**src/rtl/spfs_pkg.sv**
```systemverilog
package spfs_pkg;
    // Flash geometry in program words
    localparam int          ADDR_W      = 14;
    localparam int          PAGE_LSB    = 6;
    localparam int          PAGE_W      = ADDR_W - PAGE_LSB;
    localparam logic [13:0] NO_CONCURRENT_READ_REGION_START  = 14'h3800;
    localparam logic [13:0] APP_RESET   = 14'h0000;
    // Boot section start per size fuse code, 11 smallest to 00 largest
    localparam logic [13:0] BOOT_START3 = 14'h3F00;
    localparam logic [13:0] BOOT_START2 = 14'h3E00;
    localparam logic [13:0] BOOT_START1 = 14'h3C00;
    localparam logic [13:0] BOOT_START0 = 14'h3800;
    // Register byte offsets
    localparam logic [11:0] OFS_CTRL    = 12'h000;
    localparam logic [11:0] OFS_STATUS  = 12'h004;
    localparam logic [11:0] OFS_IRQ_ST  = 12'h008;
    localparam logic [11:0] OFS_IRQ_MSK = 12'h00C;
    // Field positions
    localparam int          CTRL_CLR    = 0;
    localparam int          ST_BUSY     = 0;
    localparam int          ST_PROG     = 1;
    localparam int          ST_HALT     = 2;
    localparam int          IRQ_DONE    = 0;
    localparam int          IRQ_REJ     = 1;
    localparam int          IRQ_W       = 2;
    // Interrupt register reset value and last reset-vector capture count
    localparam logic [1:0]  IRQ_RST     = 2'h0;
    localparam logic [1:0]  CAP_LAST    = 2'h3;

    // Store-program request from the core
    typedef struct packed {
        logic              write;
        logic [ADDR_W-1:0] target;
    } spfs_req_s;

    // Fuse and lock bit levels, 1 means unprogrammed
    typedef struct packed {
        logic [1:0] boot_size;
        logic       boot_reset;
        logic [1:0] app_prot;
        logic [1:0] boot_prot;
    } spfs_fuse_s;
endpackage

```
**src/rtl/spfs_seq.sv**
```systemverilog
// The register offsets and the APB interface to the registers are this design's own decisions.
`timescale 1ns/1ps
module spfs_seq
    import spfs_pkg::*;
(
    input  wire logic              i_clk,          // Core clock
    input  wire logic              i_rst_n,        // Async reset, active low
    input  wire logic              i_psel,         // APB select
    input  wire logic              i_penable,      // APB enable
    input  wire logic              i_pwrite,       // APB write
    input  wire logic [11:0]       i_paddr,        // APB byte address
    input  wire logic [31:0]       i_pwdata,       // APB write data
    output logic      [31:0]       o_prdata,       // APB read data
    output logic                   o_pready,       // APB ready
    output logic                   o_pslverr,      // APB error, unmapped
    input  wire spfs_fuse_s        i_fuse,         // Fuse levels from pins
    input  wire logic              i_spm_valid,    // Store-program op pulse
    input  wire spfs_req_s         i_spm_req,      // Op kind and target
    input  wire logic [ADDR_W-1:0] i_exec_addr,    // Address of issuing code
    input  wire logic              i_load_valid,   // Load-program op pulse
    input  wire logic [ADDR_W-1:0] i_load_addr,    // Load target
    output logic                   o_load_grant,   // Load allowed
    output logic                   o_load_deny,    // Load refused
    output logic                   o_flash_start,  // Page op start pulse
    output logic                   o_flash_write,  // 1 write, 0 erase
    output logic      [PAGE_W-1:0] o_flash_page,   // Page number
    input  wire logic              i_flash_done,   // Flash op finished
    output logic                   o_cpu_halt,     // Core halt
    output logic                   o_rww_blocked,  // Busy flag
    output logic      [ADDR_W-1:0] o_reset_vector, // Reset vector
    output logic                   o_irq           // Interrupt, high level
);

    typedef enum logic {SPFS_IDLE, SPFS_PROG} spfs_state_e;

    spfs_state_e       state_reg;
    spfs_fuse_s        fuse_meta_reg;
    spfs_fuse_s        fuse_reg;
    spfs_req_s         req_reg;
    logic [1:0]        cap_cnt_reg;
    logic [IRQ_W-1:0]  irq_st_reg;
    logic [IRQ_W-1:0]  irq_msk_reg;
    logic [IRQ_W-1:0]  irq_st_next;
    logic [IRQ_W-1:0]  irq_ev;
    logic [ADDR_W-1:0] boot_start;
    logic              exec_boot;
    logic              tgt_boot;
    logic              wr_block;
    logic              spm_ok;
    logic              spm_rej;
    logic              wr_en;
    logic              clr_req;
    logic              ld_block;

    // Start of boot section for a size fuse code
    function automatic logic [ADDR_W-1:0] boot_base(input logic [1:0] sz);
        unique case (sz)
            2'h3: boot_base = BOOT_START3;
            2'h2: boot_base = BOOT_START2;
            2'h1: boot_base = BOOT_START1;
            2'h0: boot_base = BOOT_START0;
        endcase
    endfunction

    // Region test, shared by programming and loads
    function automatic logic in_no_concurrent_read_region(input logic [ADDR_W-1:0] a);
        in_no_concurrent_read_region = (a >= NO_CONCURRENT_READ_REGION_START);
    endfunction

    // Fuse pins pass two flops before use
    always_ff @(posedge i_clk or negedge i_rst_n) begin
        if (!i_rst_n) begin
            fuse_meta_reg <= '1;
            fuse_reg      <= '1;
        end else begin
            fuse_meta_reg <= i_fuse;
            fuse_reg      <= fuse_meta_reg;
        end
    end

    // Section and protection decode
    always_comb begin
        boot_start = boot_base(fuse_reg.boot_size);
        exec_boot  = (i_exec_addr >= boot_start);
        tgt_boot   = (i_spm_req.target >= boot_start);
        // Programmed bit 0 of a section's code forbids writes
        wr_block   = tgt_boot ? !fuse_reg.boot_prot[0]
                              : !fuse_reg.app_prot[0];
        spm_ok     = i_spm_valid && (state_reg == SPFS_IDLE) && exec_boot
                     && !wr_block;
        spm_rej    = i_spm_valid && !spm_ok;
    end

    // Load check: cross-section reads per bit 1, blocked region while busy
    always_comb begin
        ld_block = 1'b0;
        if (exec_boot && (i_load_addr < boot_start) && !fuse_reg.app_prot[1]) begin
            ld_block = 1'b1;
        end
        if (!exec_boot && (i_load_addr >= boot_start) && !fuse_reg.boot_prot[1]) begin
            ld_block = 1'b1;
        end
        if (o_rww_blocked && !in_no_concurrent_read_region(i_load_addr)) begin
            ld_block = 1'b1;
        end
    end

    // Load answer, one cycle after the request; pages play no part
    always_ff @(posedge i_clk or negedge i_rst_n) begin
        if (!i_rst_n) begin
            o_load_grant <= 1'b0;
            o_load_deny  <= 1'b0;
        end else begin
            o_load_grant <= i_load_valid && !ld_block;
            o_load_deny  <= i_load_valid && ld_block;
        end
    end

    // Programming sequencer
    always_ff @(posedge i_clk or negedge i_rst_n) begin
        if (!i_rst_n) begin
            state_reg     <= SPFS_IDLE;
            req_reg       <= '0;
            o_flash_start <= 1'b0;
            o_flash_write <= 1'b0;
            o_flash_page  <= '0;
            o_cpu_halt    <= 1'b0;
        end else begin
            o_flash_start <= spm_ok;
            unique case (state_reg)
                SPFS_IDLE: begin
                    if (spm_ok) begin
                        state_reg     <= SPFS_PROG;
                        req_reg       <= i_spm_req;
                        o_flash_write <= i_spm_req.write;
                        o_flash_page  <= i_spm_req.target[ADDR_W-1:PAGE_LSB];
                        o_cpu_halt    <= in_no_concurrent_read_region(i_spm_req.target);
                    end
                end
                SPFS_PROG: begin
                    if (i_flash_done) begin
                        state_reg  <= SPFS_IDLE;
                        o_cpu_halt <= 1'b0;
                    end
                end
            endcase
        end
    end

    // Busy flag: set by a read-while-write start, set wins over clear
    always_ff @(posedge i_clk or negedge i_rst_n) begin
        if (!i_rst_n) begin
            o_rww_blocked <= 1'b0;
        end else if (spm_ok && !in_no_concurrent_read_region(i_spm_req.target)) begin
            o_rww_blocked <= 1'b1;
        end else if (clr_req && (state_reg == SPFS_IDLE)) begin
            o_rww_blocked <= 1'b0;
        end
    end

    // Reset vector caught a few cycles after release, once fuses settle
    always_ff @(posedge i_clk or negedge i_rst_n) begin
        if (!i_rst_n) begin
            cap_cnt_reg    <= '0;
            o_reset_vector <= APP_RESET;
        end else if (cap_cnt_reg != CAP_LAST) begin
            cap_cnt_reg    <= cap_cnt_reg + 2'h1;
            o_reset_vector <= fuse_reg.boot_reset ? APP_RESET : boot_start;
        end
    end

    // Bus decode; access completes in the cycle after setup
    assign wr_en   = i_psel && i_penable && o_pready && i_pwrite;
    assign clr_req = wr_en && (i_paddr == OFS_CTRL) && i_pwdata[CTRL_CLR];

    // Ready, read data and error prepared in the setup cycle
    always_ff @(posedge i_clk or negedge i_rst_n) begin
        if (!i_rst_n) begin
            o_pready  <= 1'b0;
            o_prdata  <= '0;
            o_pslverr <= 1'b0;
        end else begin
            o_pready  <= i_psel && !i_penable;
            o_pslverr <= 1'b0;
            o_prdata  <= '0;
            if (i_psel && !i_penable) begin
                unique case (i_paddr)
                    OFS_CTRL:    o_prdata <= '0;
                    OFS_STATUS:  o_prdata <= {29'h0, o_cpu_halt,
                                              state_reg == SPFS_PROG, o_rww_blocked};
                    OFS_IRQ_ST:  o_prdata <= {30'h0, irq_st_reg};
                    OFS_IRQ_MSK: o_prdata <= {30'h0, irq_msk_reg};
                    default:     o_pslverr <= 1'b1;
                endcase
            end
        end
    end

    // Interrupt events: op finished, op refused
    always_comb begin
        irq_ev           = '0;
        irq_ev[IRQ_DONE] = (state_reg == SPFS_PROG) && i_flash_done;
        irq_ev[IRQ_REJ]  = spm_rej;
        irq_st_next      = irq_st_reg;
        if (wr_en && (i_paddr == OFS_IRQ_ST)) begin
            irq_st_next = irq_st_reg & ~i_pwdata[IRQ_W-1:0];
        end
        irq_st_next = irq_st_next | irq_ev;
    end

    // Sticky status, mask and level output
    always_ff @(posedge i_clk or negedge i_rst_n) begin
        if (!i_rst_n) begin
            irq_st_reg  <= IRQ_RST;
            irq_msk_reg <= IRQ_RST;
            o_irq       <= 1'b0;
        end else begin
            irq_st_reg <= irq_st_next;
            if (wr_en && (i_paddr == OFS_IRQ_MSK)) begin
                irq_msk_reg <= i_pwdata[IRQ_W-1:0];
            end
            o_irq <= |(irq_st_reg & irq_msk_reg);
        end
    end

    // Checks
    property p_app_drop;
        @(posedge i_clk) disable iff (!i_rst_n)
        i_spm_valid && !exec_boot |=> !o_flash_start;
    endproperty
    a_app_drop: assert property (p_app_drop) else $error("op from application started");

    property p_boot_only;
        @(posedge i_clk) disable iff (!i_rst_n)
        o_flash_start |-> $past(exec_boot) && $past(i_spm_valid);
    endproperty
    a_boot_only: assert property (p_boot_only) else $error("start without boot op");

    property p_any_target;
        @(posedge i_clk) disable iff (!i_rst_n)
        i_spm_valid && exec_boot && state_reg == SPFS_IDLE && fuse_reg.boot_prot == 2'h3
        && fuse_reg.app_prot == 2'h3 |=> o_flash_start;
    endproperty
    a_any_target: assert property (p_any_target) else $error("open op not started");

    property p_app_prot;
        @(posedge i_clk) disable iff (!i_rst_n)
        i_spm_valid && !tgt_boot && !fuse_reg.app_prot[0] |=> !o_flash_start;
    endproperty
    a_app_prot: assert property (p_app_prot) else $error("protected app written");

    property p_boot_prot;
        @(posedge i_clk) disable iff (!i_rst_n)
        i_spm_valid && tgt_boot && !fuse_reg.boot_prot[0] |=> !o_flash_start;
    endproperty
    a_boot_prot: assert property (p_boot_prot) else $error("protected boot written");

    property p_rww_run;
        @(posedge i_clk) disable iff (!i_rst_n)
        spm_ok && !in_no_concurrent_read_region(i_spm_req.target) |=> !o_cpu_halt && o_rww_blocked;
    endproperty
    a_rww_run: assert property (p_rww_run) else $error("halt on rww op");

    property p_no_concurrent_read_region_halt;
        @(posedge i_clk) disable iff (!i_rst_n)
        spm_ok && in_no_concurrent_read_region(i_spm_req.target) |=> o_cpu_halt [*1] ##0
        (o_cpu_halt throughout (state_reg == SPFS_PROG));
    endproperty
    a_no_concurrent_read_region_halt: assert property (p_no_concurrent_read_region_halt) else $error("no halt on no_concurrent_read_region op");

    property p_boot_in_no_concurrent_read_region;
        @(posedge i_clk) disable iff (!i_rst_n)
        in_no_concurrent_read_region(boot_start);
    endproperty
    a_boot_in_no_concurrent_read_region: assert property (p_boot_in_no_concurrent_read_region) else $error("boot outside no_concurrent_read_region");

    property p_busy_hold;
        @(posedge i_clk) disable iff (!i_rst_n)
        o_rww_blocked && !clr_req |=> o_rww_blocked;
    endproperty
    a_busy_hold: assert property (p_busy_hold) else $error("busy dropped alone");

    property p_page;
        @(posedge i_clk) disable iff (!i_rst_n)
        o_flash_start |-> o_flash_page == $past(i_spm_req.target[ADDR_W-1:PAGE_LSB]);
    endproperty
    a_page: assert property (p_page) else $error("wrong page");

    property p_clr_ignored;
        @(posedge i_clk) disable iff (!i_rst_n)
        state_reg == SPFS_PROG && o_rww_blocked |=> o_rww_blocked;
    endproperty
    a_clr_ignored: assert property (p_clr_ignored) else $error("busy cleared early");

    property p_vector;
        @(posedge i_clk) disable iff (!i_rst_n)
        cap_cnt_reg == CAP_LAST |-> o_reset_vector ==
        (fuse_reg.boot_reset ? APP_RESET : boot_start);
    endproperty
    a_vector: assert property (p_vector) else $error("wrong reset vector");

    property p_halt_span;
        @(posedge i_clk) disable iff (!i_rst_n)
        o_cpu_halt && !i_flash_done |=> o_cpu_halt;
    endproperty
    a_halt_span: assert property (p_halt_span) else $error("halt dropped mid op");

    property p_ld_busy;
        @(posedge i_clk) disable iff (!i_rst_n)
        i_load_valid && o_rww_blocked && !in_no_concurrent_read_region(i_load_addr) |=> o_load_deny;
    endproperty
    a_ld_busy: assert property (p_ld_busy) else $error("blocked region load granted");

    property p_ld_cross;
        @(posedge i_clk) disable iff (!i_rst_n)
        i_load_valid && exec_boot && (i_load_addr < boot_start) && !fuse_reg.app_prot[1]
        |=> o_load_deny;
    endproperty
    a_ld_cross: assert property (p_ld_cross) else $error("cross load granted");

    property p_reject;
        @(posedge i_clk) disable iff (!i_rst_n)
        spm_rej |=> irq_st_reg[IRQ_REJ];
    endproperty
    a_reject: assert property (p_reject) else $error("refused op not flagged");

endmodule
```
**config.mk**
```make
export PLATFORM = sky130hd
export DESIGN_NAME = spfs_seq
export DESIGN_NICKNAME = d
export VERILOG_FILES = /design/src/rtl/spfs_pkg.sv /design/src/rtl/spfs_seq.sv
export SDC_FILE = /design/constraint.sdc
export NUM_CORES = 1
export LEC_CHECK = 0
export ABC_AREA = 1
export BUFFER_PORTS_ARGS = -buffer_cell sky130_fd_sc_hd__buf_4
export CORE_ASPECT_RATIO = 1.5
export CORE_MARGIN = 2
export CORE_UTILIZATION = 44
export DETAILED_ROUTE_END_ITERATION = 6
export GPL_TIMING_DRIVEN = 0
export PLACE_DENSITY = 0.92
export SYNTH_ARGS = -nofsm -noshare
export SYNTH_HDL_FRONTEND = slang
export SYNTH_SLANG_ARGS = --single-unit
```
**constraint.sdc**
```tcl
create_clock -name i_clk -period 4.74 [get_ports i_clk]
set_input_delay 0.474 -clock i_clk [delete_from_list [all_inputs] [get_ports i_clk]]
set_output_delay 0.474 -clock i_clk [all_outputs]
set_load 0.01 [all_outputs]
```
-- After elaboration in Yosys (flattened, before gate mapping)
Index checks and enable logic that the tools add are counted.
Widths: inputs -> output; s select.
- word-level logic and storage cells: 104
- register bits after elaboration: 84
- output and inout port bits: 63
- bits of input ports: 102
- equal/unequal tests: 9
- magnitude comparators: 6
- bitwise operators: 5
- mux-type cells: 19
- reduce and logical (&&, ||, !) cells: 40
- add/subtract/negate cells: 1
- operator list (cell ; count):
    $pmux 14 s4 ; 1
    $ge 14x14->1 ; 3
    $ge 14x14->1 const B ; 2
    $eq 12x4->1 const B ; 2
    $logic_and 1x1->1 ; 22
    $lt 14x14->1 ; 1
    $mux 14 ; 1
    $eq 12x3->1 const B ; 1
    $logic_not 12->1 ; 1
    $mux 1 ; 12
    $logic_not 1->1 ; 11
    $pmux 3 s3 ; 1
    $ne 2x2->1 const B ; 3
    $and 2x2->2 ; 2
    $eq 2x2->1 const B ; 2
    $pmux 1 s2 ; 2
    $reduce_and 2->1 ; 2
    $reduce_or 4->1 ; 1
    $mux 3 ; 1
    $add 2x1->2 const B ; 1
    $eq 2x1->1 const B ; 1
    $logic_not 2->1 ; 1
    $mux 2 ; 1
    $not 2->2 ; 1
    4 further kinds ; 4

-- Depth between registers and ports, before layout
Gate-level depths: netlist of run 1.
- depth in word-level cells: 10
- depth in mapped cells: 12
- depth with buffers taken out: 11

-- Worst setup path after synthesis of run 1
OpenSTA, ideal clock, no wires.
- kind: reg2reg
- start point: reg fuse_reg[6] (netlist name)
- end point: reg irq_st_reg[1]
- setup slack: 3.049 ns
- data arrival time: 1.569 ns
- stages on the path, launching flop included: 13
- data required time: 4.619 ns
- period minus slack after synthesis: 1.691 ns
- setup time: 0.121 ns
- cell sequence: dfstp_2 -> nor2_1 -> ha_1 -> nand2_1 -> nor2_1 -> nand2_2 -> nand2_2 -> nand2_2 -> nand2_2 -> nand2_4 -> buf_12 -> nand2_2 -> nand2_2
- word-level cells in the longest chain between the ends: 9
- elaborated cells on any way between the ends: 14
- classes of those cells: 2 x order compare; 3 x eq/ne; 2 x mux; 1 x bitwise; 6 x reduce/logical
- ends and longest elaborated chain (what ; RTL line ; text):
    start, declared ; spfs_seq.sv:38 ; spfs_fuse_s fuse_reg;
    start signal, assigned ; spfs_seq.sv:77 ; fuse_reg <= fuse_meta_reg;
    $eq 2x1->1 (tied with other cells) ; spfs_seq.sv:57 ; unique case (sz)
    $pmux 14 s4 * ; spfs_seq.sv:57 ;
    $ge 14x14->1 ; spfs_seq.sv:85 ; tgt_boot = (i_spm_req.target >= boot_start);
    $mux 1 ; spfs_seq.sv:87 ; wr_block = tgt_boot ? !fuse_reg.boot_prot[0]
    $logic_not 1->1 ; spfs_seq.sv:90 ; && !wr_block;
    $logic_and 1x1->1 * ; spfs_seq.sv:90 ;
    $logic_not 1->1 * ; spfs_seq.sv:91 ; spm_rej = i_spm_valid && !spm_ok;
    $logic_and 1x1->1 * ; spfs_seq.sv:91 ;
    $or 2x2->2 * ; spfs_seq.sv:208 ; irq_st_next = irq_st_next | irq_ev;
    net irq_st_next[1] ; spfs_seq.sv:43 ; logic [IRQ_W-1:0] irq_st_next;
    end signal, assigned ; spfs_seq.sv:218 ; irq_st_reg <= irq_st_next;
    end, declared ; spfs_seq.sv:41 ; logic [IRQ_W-1:0] irq_st_reg;
The timed path passes the listed nets; every way through them passes the cells marked *. The select of a mux whose other input is x is not followed.
A chain may end at the register's enable or synchronous reset.

-- Worst setup path in the final report of run 1
- start point: reg fuse_reg[6] (netlist name)
- end point: reg o_flash_page[3]
- word-level cells in the longest chain between the ends: 7
- elaborated cells on any way between the ends: 12
- classes of those cells: 2 x order compare; 3 x eq/ne; 2 x mux; 5 x reduce/logical
- ends and longest elaborated chain (what ; RTL line ; text):
    $eq 2x1->1 (tied with other cells) ; spfs_seq.sv:57 ;
    $pmux 14 s4 * ; spfs_seq.sv:57 ;
    $ge 14x14->1 ; spfs_seq.sv:85 ;
    $mux 1 ; spfs_seq.sv:87 ;
    $logic_not 1->1 ; spfs_seq.sv:90 ;
    $logic_and 1x1->1 * ; spfs_seq.sv:90 ;
    $reduce_and 2->1 (no source line) * ; -- ;
    end signal, assigned ; spfs_seq.sv:136 ; o_flash_page <= i_spm_req.target[ADDR_W-1:PAGE_LSB];
    end, declared ; spfs_seq.sv:26 ; output logic [PAGE_W-1:0] o_flash_page,
Mark *: on every way between the ends. The rest lies on a longest branch, timed or not. The select of a mux whose other input is x is not followed.

==> impl_metrics.yaml, run 1 <==
pwr:
  power.share.clock_pct: 31.9
  sw_frac_of_total_pct: 26.11
  sequential_cell_fraction_of_total_power_pct: 47.3
  ir_worst_vdd_uv: 265.6
  leakagePower_nw: 1.805
  cellPowerDensity_nw_per_um2: 290.5
  power.combinational.fraction_pct: 20.8
  power.switching_uw: 245.7
  p_int_uw: 695.4
min_path:
  hold_crit_class: "input port to async pin"
timing:
  rsz0062_at_grt: "no"
  clock-skew-final_ps: 4.939
  layout_min_cycle_time_ps: 1993
  fmaxAchievable_ghz: 0.5017
  report.final.slew_viol_count: 0
  final.period_utilization_pct: 42.05
  hold_fails_final_rpt: 0
  timing.final.setup_violations: 0
  worst_slack_ps: 2747
  worstMarginPinSlew_ps: 564.3
  holdWs_ps: 160.0
  worst_slew_margin_rel_pct: 62.03
  setup_total_negative_slack_ps: 0
placement:
  place.port_buffers: 74
  placed_area_sq_um: 3112
  dpl.cell_count: 435
  post_place_worst_slack_ps: 2775
  place.detailed.hpwl_mm: 4.023
  routabilityCongestion: 0.7881
logic_synthesis:
  synthDominantAreaCellType: "sky130_fd_sc_hd__dfrtp_1"
  library_cell_with_the_highest_instance_count_after_synthesis: "sky130_fd_sc_hd__nand2_1"
  synthTopCellsByCount: "sky130_fd_sc_hd__nand2_1 (45), sky130_fd_sc_hd__buf_4 (40), sky130_fd_sc_hd__dfrtp_1 (31), sky130_fd_sc_hd__inv_1 (27), sky130_fd_sc_hd__nand3_1 (22)"
  yosys_warnings: 0
  synth_top_cells_by_area: "sky130_fd_sc_hd__dfrtp_1 (33%), sky130_fd_sc_hd__dfstp_2 (16%), sky130_fd_sc_hd__buf_4 (13%)"
  synth_seq_cells: 45
  synth_cells: 257
  synth_seq_area_share_pct: 48.96
  synth_edf_count: 0
  yosys.area.top_type_share_pct: 33.21
  synthArstFlopShare_pct: 100.0
  synth_cell_type_count: 30
  postSynth.topFlopCell: "sky130_fd_sc_hd__dfrtp_1"
  synthesis.area_sq_um: 2336
  avgSynthCellArea_sq_um: 9.089
cts:
  ctsHtreeMaxLevel: 2
  cts_resized: 0
  clock_tree.buffer_depth: 2
  cts.repair_timing.setup_buffer_count: 0
  hold_buffers: 0
  clock_sinks: 45
  clock_latency_ps: 290
  numCtsBuffers: 5
  cts.reportedPaths.clkPinSlew_ps: 80
  cts-root-buf: "sky130_fd_sc_hd__clkbuf_8"
  tritoncts: "built"
critical_path:
  critical_path.slowest_cell: "sky130_fd_sc_hd__dfstp_2"
  critical_path.n_buffers_inverters: 1
  timing.critical_path.required_ps: 4970
  critical_path.top_delay_family: "simple AND/OR/NAND/NOR gates"
  path_class: "flip-flop to flip-flop"
  crit_path_cell_trace: "nor2_1 -> ha_1 -> nand2_1 -> nor2_1 -> nand2_1 -> a21oi_2 -> buf_2 -> nand3_1 -> nand2_1"
  setup.worst_path.start_class: "flip-flop"
  cp_max_stage_delay_ps: 580
  endpoint_kind: "flip-flop"
  worstPathMaxFanout: 10
  data_arrival_time_at_the_worst_slack_endpoint_ps: 2230
  timing.critical_path.mode_cell: "sky130_fd_sc_hd__nand2_1"
floorplan:
  boundaryPins: 165
  core-area_sq_um: 5125
  initial_core_utilization_pct: 45.58
  rows: 32
  floorplan_die_area_sq_um: 5920
  floorplan.die.width_um: 63.49
  die-height_um: 93.24
detailed_routing:
  drt_drc_violations_left: 0
  drt_first_iter_violations: 96
  drt-wirelength-per-cell_um: 11.21
  first_pass_iters: 4
  dr_total_vias: 1963
  routed_wl_mm: 4.966
  drt-vias-per-instance: 4.431
  ant_nets: 0
global_route:
  via_count_of_the_first_global_routing_pass: 1901
  grt_pass1_wl_mm: 8.259
  antenna_found_initial: 0
  track_usage_pct: 17.57
  grt_start_max_net_pins: 46
  grt_remaining_overflow: 0
run:
  maxCapViolations: 0
finish:
  drive_above_1_share_pct: 42.93
  finalNetCount: 483
  fillCellCount: 447
  stdcell_count: 443
  largest_register_ffs: 8
  syn2layout_area_growth_pct: 38.67
  postLayoutCellArea_sq_um: 3239
  number_of_antenna_cells_inserted: 0
status:
  status: "completed"
metrics by stage:
step	util (%)	power, mW
6_report	63.21	0.9411
5_1_grt	63.21	0.9945
4_1_cts	63.21	0.9522
3_5_place_dp	60.72	0.6489
3_3_place_gp	60.72	0.6433
2_1_floorplan	-	0.5489
cell type report:
type | instances | area, sq um | area share, %
Buffer | 44 | 334.1 | 10.31
Clock buffer | 7 | 118.9 | 3.669
Clock inverter | 1 | 8.758 | 0.2704
Inverter | 27 | 101.3 | 3.129
Multi-Input combinational cell | 177 | 892.1 | 27.54
Sequential cell | 45 | 1144 | 35.30
Tap cell | 68 | 85.08 | 2.626
Timing Repair Buffer | 74 | 555.5 | 17.15
worst paths after layout:
path / start / to / slack, ps / cells past startpoint
max reg2reg: fuse_reg[6] / o_flash_page[3] / 2750 / 9
max: fuse_reg[6] / o_flash_page[3] / 2750 / 9
min: i_rst_n / o_prdata[0] / 160 / 1
min in group i_clk: i_fuse[5] / fuse_meta_reg[5] / 280 / 1
min reg2reg: fuse_meta_reg[1] / fuse_reg[1] / 360 / 0
max in group asynchronous: i_rst_n / fuse_meta_reg[2] / 4210 / 1
power groups by stage:
stage,sequential [mW],clock (mW),combinational [mW]
3_3_place_gp,0.452,0,0.192
3_5_place_dp,0.453,0,0.196
6_report,0.445,0.300,0.196
5_1_grt,0.451,0.326,0.218
4_1_cts,0.446,0.309,0.197
2_1_floorplan,0.462,0,0.0873
cells by family after synthesis:
group	after synthesis	share of synthesized area (%)
simple gates	117	24.16
xor+xnor	1	0.3750
buf+inv	71	18.64
mux	1	0.4820
other cells	1	0.1605
fa+ha+maj	7	3.749
flops	45	48.96
compound gates	14	3.481
worst reg2reg max path, cell delays in order (launching register included):
cell,delay [ps]
sky130_fd_sc_hd__dfstp_2,580
sky130_fd_sc_hd__nor2_1,130
sky130_fd_sc_hd__ha_1,290
sky130_fd_sc_hd__nand2_1,50
sky130_fd_sc_hd__nor2_1,110
sky130_fd_sc_hd__nand2_1,100
sky130_fd_sc_hd__a21oi_2,210
sky130_fd_sc_hd__buf_2,260
sky130_fd_sc_hd__nand3_1,130
sky130_fd_sc_hd__nand2_1,80
routing by layer:
layer	GRT usage, %	up-vias	part of all wire (%)
met4	4.891	0	1.1
met1	18.58	890	36
li1	-	975	-
met5	0	-	0
met3	4.573	5	8.5
met2	33.68	93	55
cell usage in the layout (no fill, tap or decap), types with 3 or more instances in the layout:
cell	count
sky130_fd_sc_hd__nor2_1	14
sky130_fd_sc_hd__ha_1	7
sky130_fd_sc_hd__o21ai_0	9
sky130_fd_sc_hd__conb_1	37
sky130_fd_sc_hd__nand3_1	22
sky130_fd_sc_hd__dfstp_2	14
sky130_fd_sc_hd__nand2_2	15
sky130_fd_sc_hd__clkbuf_8	5
sky130_fd_sc_hd__nor4_1	3
sky130_fd_sc_hd__nand4_1	10
sky130_fd_sc_hd__buf_4	114
sky130_fd_sc_hd__inv_1	27
sky130_fd_sc_hd__nand2_1	45
sky130_fd_sc_hd__dfrtp_1	31
Power figures use the tool's default switching activity.
==> inputs of run 2 (changes only) <==
--- a/config.mk
+++ b/config.mk
@@ -9,10 +9,10 @@
 export BUFFER_PORTS_ARGS = -buffer_cell sky130_fd_sc_hd__buf_4
 export CORE_ASPECT_RATIO = 1.5
 export CORE_MARGIN = 2
-export CORE_UTILIZATION = 44
+export CORE_UTILIZATION = 37
 export DETAILED_ROUTE_END_ITERATION = 6
 export GPL_TIMING_DRIVEN = 0
-export PLACE_DENSITY = 0.92
+export PLACE_DENSITY = 0.83
 export SYNTH_ARGS = -nofsm -noshare
 export SYNTH_HDL_FRONTEND = slang
 export SYNTH_SLANG_ARGS = --single-unit
==> constraint.sdc (replaced) <==
create_clock -name i_clk -period 1.8 [get_ports i_clk]
set_input_delay 0.18 -clock i_clk [delete_from_list [all_inputs] [get_ports i_clk]]
set_output_delay 0.18 -clock i_clk [all_outputs]
set_load 0.01 [all_outputs]
==> impl_metrics.yaml, run 2 (synthesized netlist as in run 1, its figures left out) <==
status:
  status: "completed"
timing:
  clock-skew-final_ps: 3.914
  layout_min_cycle_time_ps: 1788
  fmaxAchievable_ghz: 0.5593
  rsz0062_at_grt: "yes"
  worstMarginPinSlew_ps: 542.4
  report.final.slew_viol_count: 0
  timing.final.setup_violations: 0
  hold_fails_final_rpt: 0
  final.period_utilization_pct: 99.34
  worst_slew_margin_rel_pct: 63.50
global_route:
  grt_start_max_net_pins: 46
  track_usage_pct: 15.80
  via_count_of_the_first_global_routing_pass: 1924
  antenna_found_initial: 0
  grt_pass1_wl_mm: 8.280
  grt_remaining_overflow: 0
pwr:
  leakagePower_nw: 1.912
  cellPowerDensity_nw_per_um2: 737.2
  design_power_mw: 2.614
  ir_worst_vdd_uv: 558.5
critical_path:
  regToRegStartpoint: "fuse_reg[6]"
  critical_path.slowest_cell: "sky130_fd_sc_hd__dfstp_2"
  cp_max_stage_delay_ps: 580
  crit_path_cell_trace: "nor2_4 -> ha_4 -> nand2_2 -> nor2_2 -> nand2_2 -> nand2_2 -> nand2_2 -> nand2_2 -> nand2_4 -> buf_12 -> nand2_4 -> nand2_2"
  critical_path_cell_count: 12
  timing.critical_path.required_ps: 1990
  setup.worst_path.start_class: "flip-flop"
  path_class: "flip-flop to flip-flop"
  critical_path.top_delay_family: "simple AND/OR/NAND/NOR gates"
  ff2ff_setup_slack_ps: 10
  regToRegEndpoint: "o_flash_page[3]"
  endpoint_kind: "flip-flop"
  rr_worst_depth: 12
  worstPathMaxFanout: 5
  timing.critical_path.mode_cell: "sky130_fd_sc_hd__nand2_2"
  data_arrival_time_at_the_worst_slack_endpoint_ps: 1980
  critical_path.n_buffers_inverters: 1
floorplan:
  die-height_um: 101.3
  floorplan_die_area_sq_um: 6978
  core-area_sq_um: 6131
  boundaryPins: 165
  rows: 35
  initial_core_utilization_pct: 38.10
  floorplan.die.width_um: 68.88
placement:
  place.port_buffers: 74
  dpl.cell_count: 441
  routabilityCongestion: 0.7842
  place.detailed.hpwl_mm: 4.041
  placed_area_sq_um: 3119
finish:
  number_of_antenna_cells_inserted: 0
  fillCellCount: 550
  syn2layout_area_growth_pct: 51.79
  postLayoutCellArea_sq_um: 3546
  largest_register_ffs: 8
  commonest_cells_after_routing_fill_and_taps_aside: "sky130_fd_sc_hd__buf_4 (120), sky130_fd_sc_hd__nand2_1 (40), sky130_fd_sc_hd__conb_1 (37), sky130_fd_sc_hd__dfrtp_1 (31), sky130_fd_sc_hd__inv_1 (26)"
  drive_above_1_share_pct: 47.33
  stdcell_count: 467
  layout_commonest_cell: "sky130_fd_sc_hd__buf_4"
  finalNetCount: 501
cts:
  clock_sinks: 45
  cts-root-buf: "sky130_fd_sc_hd__clkbuf_8"
  numCtsBuffers: 5
  tritoncts: "built"
  cts.reportedPaths.clkPinSlew_ps: 90
  clock_tree.buffer_depth: 2
  ctsHtreeMaxLevel: 2
  clock_latency_ps: 290
detailed_routing:
  routed_wl_mm: 5.342
  drt_first_iter_violations: 83
  first_pass_iters: 4
  drt_drc_violations_left: 0
  ant_nets: 0
  drt-wirelength-per-cell_um: 11.44
  dr_total_vias: 2026
  drt-vias-per-instance: 4.338
min_path:
  hold_start: "i_flash_done"
  hold-path-cell-count: 2
  min_delay_worst_endpoint: "state_reg"
  hold_crit_class: "input port to flip-flop"
run:
  maxCapViolations: 0
-- run 2: per-layer routing --
metal	track usage [%]	vias to the layer above	wire length [um]	part of all wire, %
met5	0	-	0	0
met4	5.128	0	64	1.2
met2	29.96	86	2950	55
li1	-	1019	-	-
met1	16.51	915	1888	35
met3	3.556	6	438	8.2
-- run 2: layout make-up --
cell class                 count  area [sq um]  area share, %
buffer                        44         340.3          9.598
clock inverter                 2         38.79          1.094
timing repair buffer          92         742.0          20.92
sequential                    45          1144          32.25
multi-input combinational    177         993.5          28.02
tap                           74         92.59          2.611
clock buffer                   6         93.84          2.646
inverter                      27         101.3          2.858
-- run 2: metrics by stage --
step / setup TNS, ps / setup slack (ps) / hold slack, ps / utilization [%]
global route: -1217 / -108.4 / 36.86 / 57.84
detailed placement: -1223 / -125.2 / 205.3 / 50.88
floorplan: 0 / 109.2 / -115.6 / -
global placement: -1047 / -117.2 / 198.2 / 50.88
finish: 0 / 11.97 / 50.73 / 57.84
CTS: -262.4 / -35.52 / 42.17 / 56.43
-- run 2: worst max-delay path by stage --
stage,startpoint,endpoint
detailed placement,fuse_reg[6],o_flash_page[4]
finish,fuse_reg[6],o_flash_page[3]
CTS,fuse_reg[6],o_flash_page[3]
global route,fuse_reg[6],o_flash_page[1]
floorplan,fuse_reg[6],irq_st_reg[1]
global placement,fuse_reg[6],o_flash_page[4]
-- run 2: what timing repair did --
item | in CTS | in global routing
pin swaps | 18 | 13
setup endpoints to repair | 13 | 16
buffers inserted | 7 | 1
endpoints found under the hold margin | 38 | 0
cloned | 2 | 0
gates resized for setup | 12 | 18
hold buffers | 8 | 0
-- run 2: power breakdown --
group          total (mW)  internal (mW)  leakage [nW]  switching [mW]
Combinational       0.578          0.314          1.32           0.264
Clock               0.854          0.503        0.0669           0.351
Sequential           1.18           1.11         0.527          0.0682
Total                2.61           1.93          1.91           0.684
==> inputs of run 3 (changes only) <==
--- a/config.mk
+++ b/config.mk
@@ -5,11 +5,11 @@
 export SDC_FILE = /design/constraint.sdc
 export NUM_CORES = 1
 export LEC_CHECK = 0
-export ABC_AREA = 1
+export ABC_AREA = 0
 export BUFFER_PORTS_ARGS = -buffer_cell sky130_fd_sc_hd__buf_4
 export CORE_ASPECT_RATIO = 1.5
 export CORE_MARGIN = 2
-export CORE_UTILIZATION = 37
+export CORE_UTILIZATION = 36
 export DETAILED_ROUTE_END_ITERATION = 6
 export GPL_TIMING_DRIVEN = 0
 export PLACE_DENSITY = 0.83
==> impl_metrics.yaml, run 3 <==
timing:
  final.period_utilization_pct: 124.6
  worst_slew_margin_rel_pct: 63.19
  hold_fails_final_rpt: 0
  worst_slack_ps: -442.9
  timing.final.setup_violations: 16
  worstMarginPinSlew_ps: 552.2
  report.final.slew_viol_count: 0
  fmaxAchievable_ghz: 0.4459
  clock-skew-final_ps: 7.678
  layout_min_cycle_time_ps: 2243
  holdWs_ps: 69.93
  rsz0062_at_grt: "yes"
finish:
  commonest_cells_after_routing_fill_and_taps_aside: "sky130_fd_sc_hd__buf_4 (116), sky130_fd_sc_hd__conb_1 (37), sky130_fd_sc_hd__dfrtp_1 (31), sky130_fd_sc_hd__dfstp_2 (14), sky130_fd_sc_hd__nand2_1 (11)"
  finalNetCount: 420
  number_of_antenna_cells_inserted: 0
  layout_commonest_cell: "sky130_fd_sc_hd__buf_4"
  finish.utilization_pct: 56.23
  stdcell_count: 384
  drive_above_1_share_pct: 53.53
  largest_register_ffs: 8
  syn2layout_area_growth_pct: 50.95
critical_path:
  critical_path.top_delay_family: "flip-flops"
  critical_path.n_buffers_inverters: 2
  timing.critical_path.required_ps: 1970
  worstPathMaxFanout: 5
  path_class: "flip-flop to flip-flop"
  setup.worst_path.start_class: "flip-flop"
  cp_max_stage_delay_ps: 620
  critical_path.slowest_cell: "sky130_fd_sc_hd__dfstp_2"
  crit_path_cell_trace: "inv_4 -> ha_4 -> o21ai_2 -> o21bai_1 -> and2b_2 -> o2111a_4 -> buf_12 -> mux2_2"
  endpoint_kind: "flip-flop"
  data_arrival_time_at_the_worst_slack_endpoint_ps: 2410
detailed_routing:
  drt_drc_violations_left: 0
  routed_wl_mm: 4.638
  first_pass_iters: 4
  drt-vias-per-instance: 4.383
  dr_total_vias: 1683
  drt-wirelength-per-cell_um: 12.08
  ant_nets: 0
  drt_first_iter_violations: 69
global_route:
  grt_start_max_net_pins: 46
  track_usage_pct: 14.65
  via_count_of_the_first_global_routing_pass: 1770
  antenna_found_initial: 0
  grt_remaining_overflow: 0
  grt_pass1_wl_mm: 7.576
floorplan:
  die-height_um: 99.11
  floorplan.die.width_um: 67.41
  floorplan_die_area_sq_um: 6680
  initial_core_utilization_pct: 37.25
  core-area_sq_um: 5828
  rows: 34
  boundaryPins: 165
cts:
  cts-root-buf: "sky130_fd_sc_hd__clkbuf_8"
  tritoncts: "built"
  ctsHtreeMaxLevel: 2
  numCtsBuffers: 5
  clock_latency_ps: 290
  cts.reportedPaths.clkPinSlew_ps: 70
  clock_tree.buffer_depth: 2
  clock_sinks: 45
logic_synthesis:
  synth_cell_type_count: 43
  library_cell_with_the_highest_instance_count_after_synthesis: "sky130_fd_sc_hd__buf_4"
  synthTopCellsByCount: "sky130_fd_sc_hd__buf_4 (39), sky130_fd_sc_hd__dfrtp_1 (31), sky130_fd_sc_hd__dfstp_2 (14), sky130_fd_sc_hd__nand2_1 (11), sky130_fd_sc_hd__nor2_1 (9)"
  synth_edf_count: 0
  synthArstFlopShare_pct: 100.0
  synthesis.area_sq_um: 2171
  avgSynthCellArea_sq_um: 12.06
  synth_cells: 180
  postSynth.topFlopCell: "sky130_fd_sc_hd__dfrtp_1"
  yosys_warnings: 0
  synth_seq_cells: 45
  synth_top_cells_by_area: "sky130_fd_sc_hd__dfrtp_1 (36%), sky130_fd_sc_hd__dfstp_2 (17%), sky130_fd_sc_hd__buf_4 (13%)"
  synthDominantAreaCellType: "sky130_fd_sc_hd__dfrtp_1"
  yosys.area.top_type_share_pct: 35.73
  synth_seq_area_share_pct: 52.68
run:
  maxCapViolations: 0
status:
  status: "finished with violations"
  failed_checks: "negative setup slack"
pwr:
  ir_worst_vdd_uv: 302.6
  leakagePower_nw: 1.658
  cellPowerDensity_nw_per_um2: 699.9
  design_power_mw: 2.293
placement:
  place.detailed.hpwl_mm: 3.600
  place.port_buffers: 75
  post_place_worst_slack_ps: -518.2
  dpl.cell_count: 363
  routabilityCongestion: 0.7802
min_path:
  hold_crit_class: "input port to flip-flop"
## run 3: worst register-to-register path: stages (launching register included)
cell                       delay, ps
sky130_fd_sc_hd__dfstp_2         620
sky130_fd_sc_hd__inv_4            80
sky130_fd_sc_hd__ha_4            270
sky130_fd_sc_hd__o21ai_2          50
sky130_fd_sc_hd__o21bai_1        170
sky130_fd_sc_hd__and2b_2         210
sky130_fd_sc_hd__o2111a_4        290
sky130_fd_sc_hd__buf_12          120
sky130_fd_sc_hd__mux2_2          320
## run 3: logic make-up (layout without fill, tap and decap cells)
group,Yosys count,after routing,share of synthesized area (%)
AND/OR/NAND/NOR,46,46,11.93
flip-flops,45,45,52.68
buffers and inverters,44,140,15.10
AO/OA/AOI/OAI,23,23,8.127
multiplexers,13,13,7.551
adder cells (fa/ha/maj),7,7,4.034
other,1,37,0.1727
XOR/XNOR,1,1,0.4035
## run 3: layout make-up
type,count,area (sq um)
clock buffers,6,72.57
fillers,468,2551
flip-flops and latches,45,1144
plain buffers,41,316.6
multi-input cells,127,913.4
repair buffers,88,716.9
inverters,3,13.76
clock inverters,2,10.01
well taps,72,90.09
## run 3: final timing paths
path                                   from                 end  slack, ps  cells past startpoint
max in group asynchronous           i_rst_n    fuse_meta_reg[0]        990                      2
min in group asynchronous           i_rst_n  o_reset_vector[12]        420                      2
max reg2reg                     fuse_reg[6]     o_flash_page[0]       -440                      8
min reg2reg                fuse_meta_reg[2]         fuse_reg[2]        360                      0
min                               i_penable            o_pready         70                      2
max                             fuse_reg[6]     o_flash_page[0]       -440                      8
## run 3: where the power goes
group / switching [mW] / internal, mW
Clock: 0.312 / 0.269
Combinational: 0.213 / 0.323
Sequential: 0.0621 / 1.11
Total: 0.587 / 1.71
## run 3: repair_timing
action | CTS | global route
setup buffers | 4 | 0
hold buffers | 8 | 0
pin swaps | 4 | 1
hold endpoints to repair | 38 | 0
resized for setup | 13 | 2
gates cloned | 1 | 0
setup endpoints to repair | 16 | 16
## run 3: stage by stage
stage / area, sq um / TNS, ps
after floorplan: 2308 / -3085
after global placement: 2962 / -5911
after detailed placement: 2962 / -6675
after CTS: 3267 / -5901
after global routing: 3277 / -6888
final: 3277 / -5672
## run 3: layer usage
metal  track usage [%]  wire (um)  vias up
met5                 0          0        -
met4             5.024         83        0
met3             3.507        410        8
met2             26.20       2414       97
met1             16.56       1729      770
li1                  -          -      808
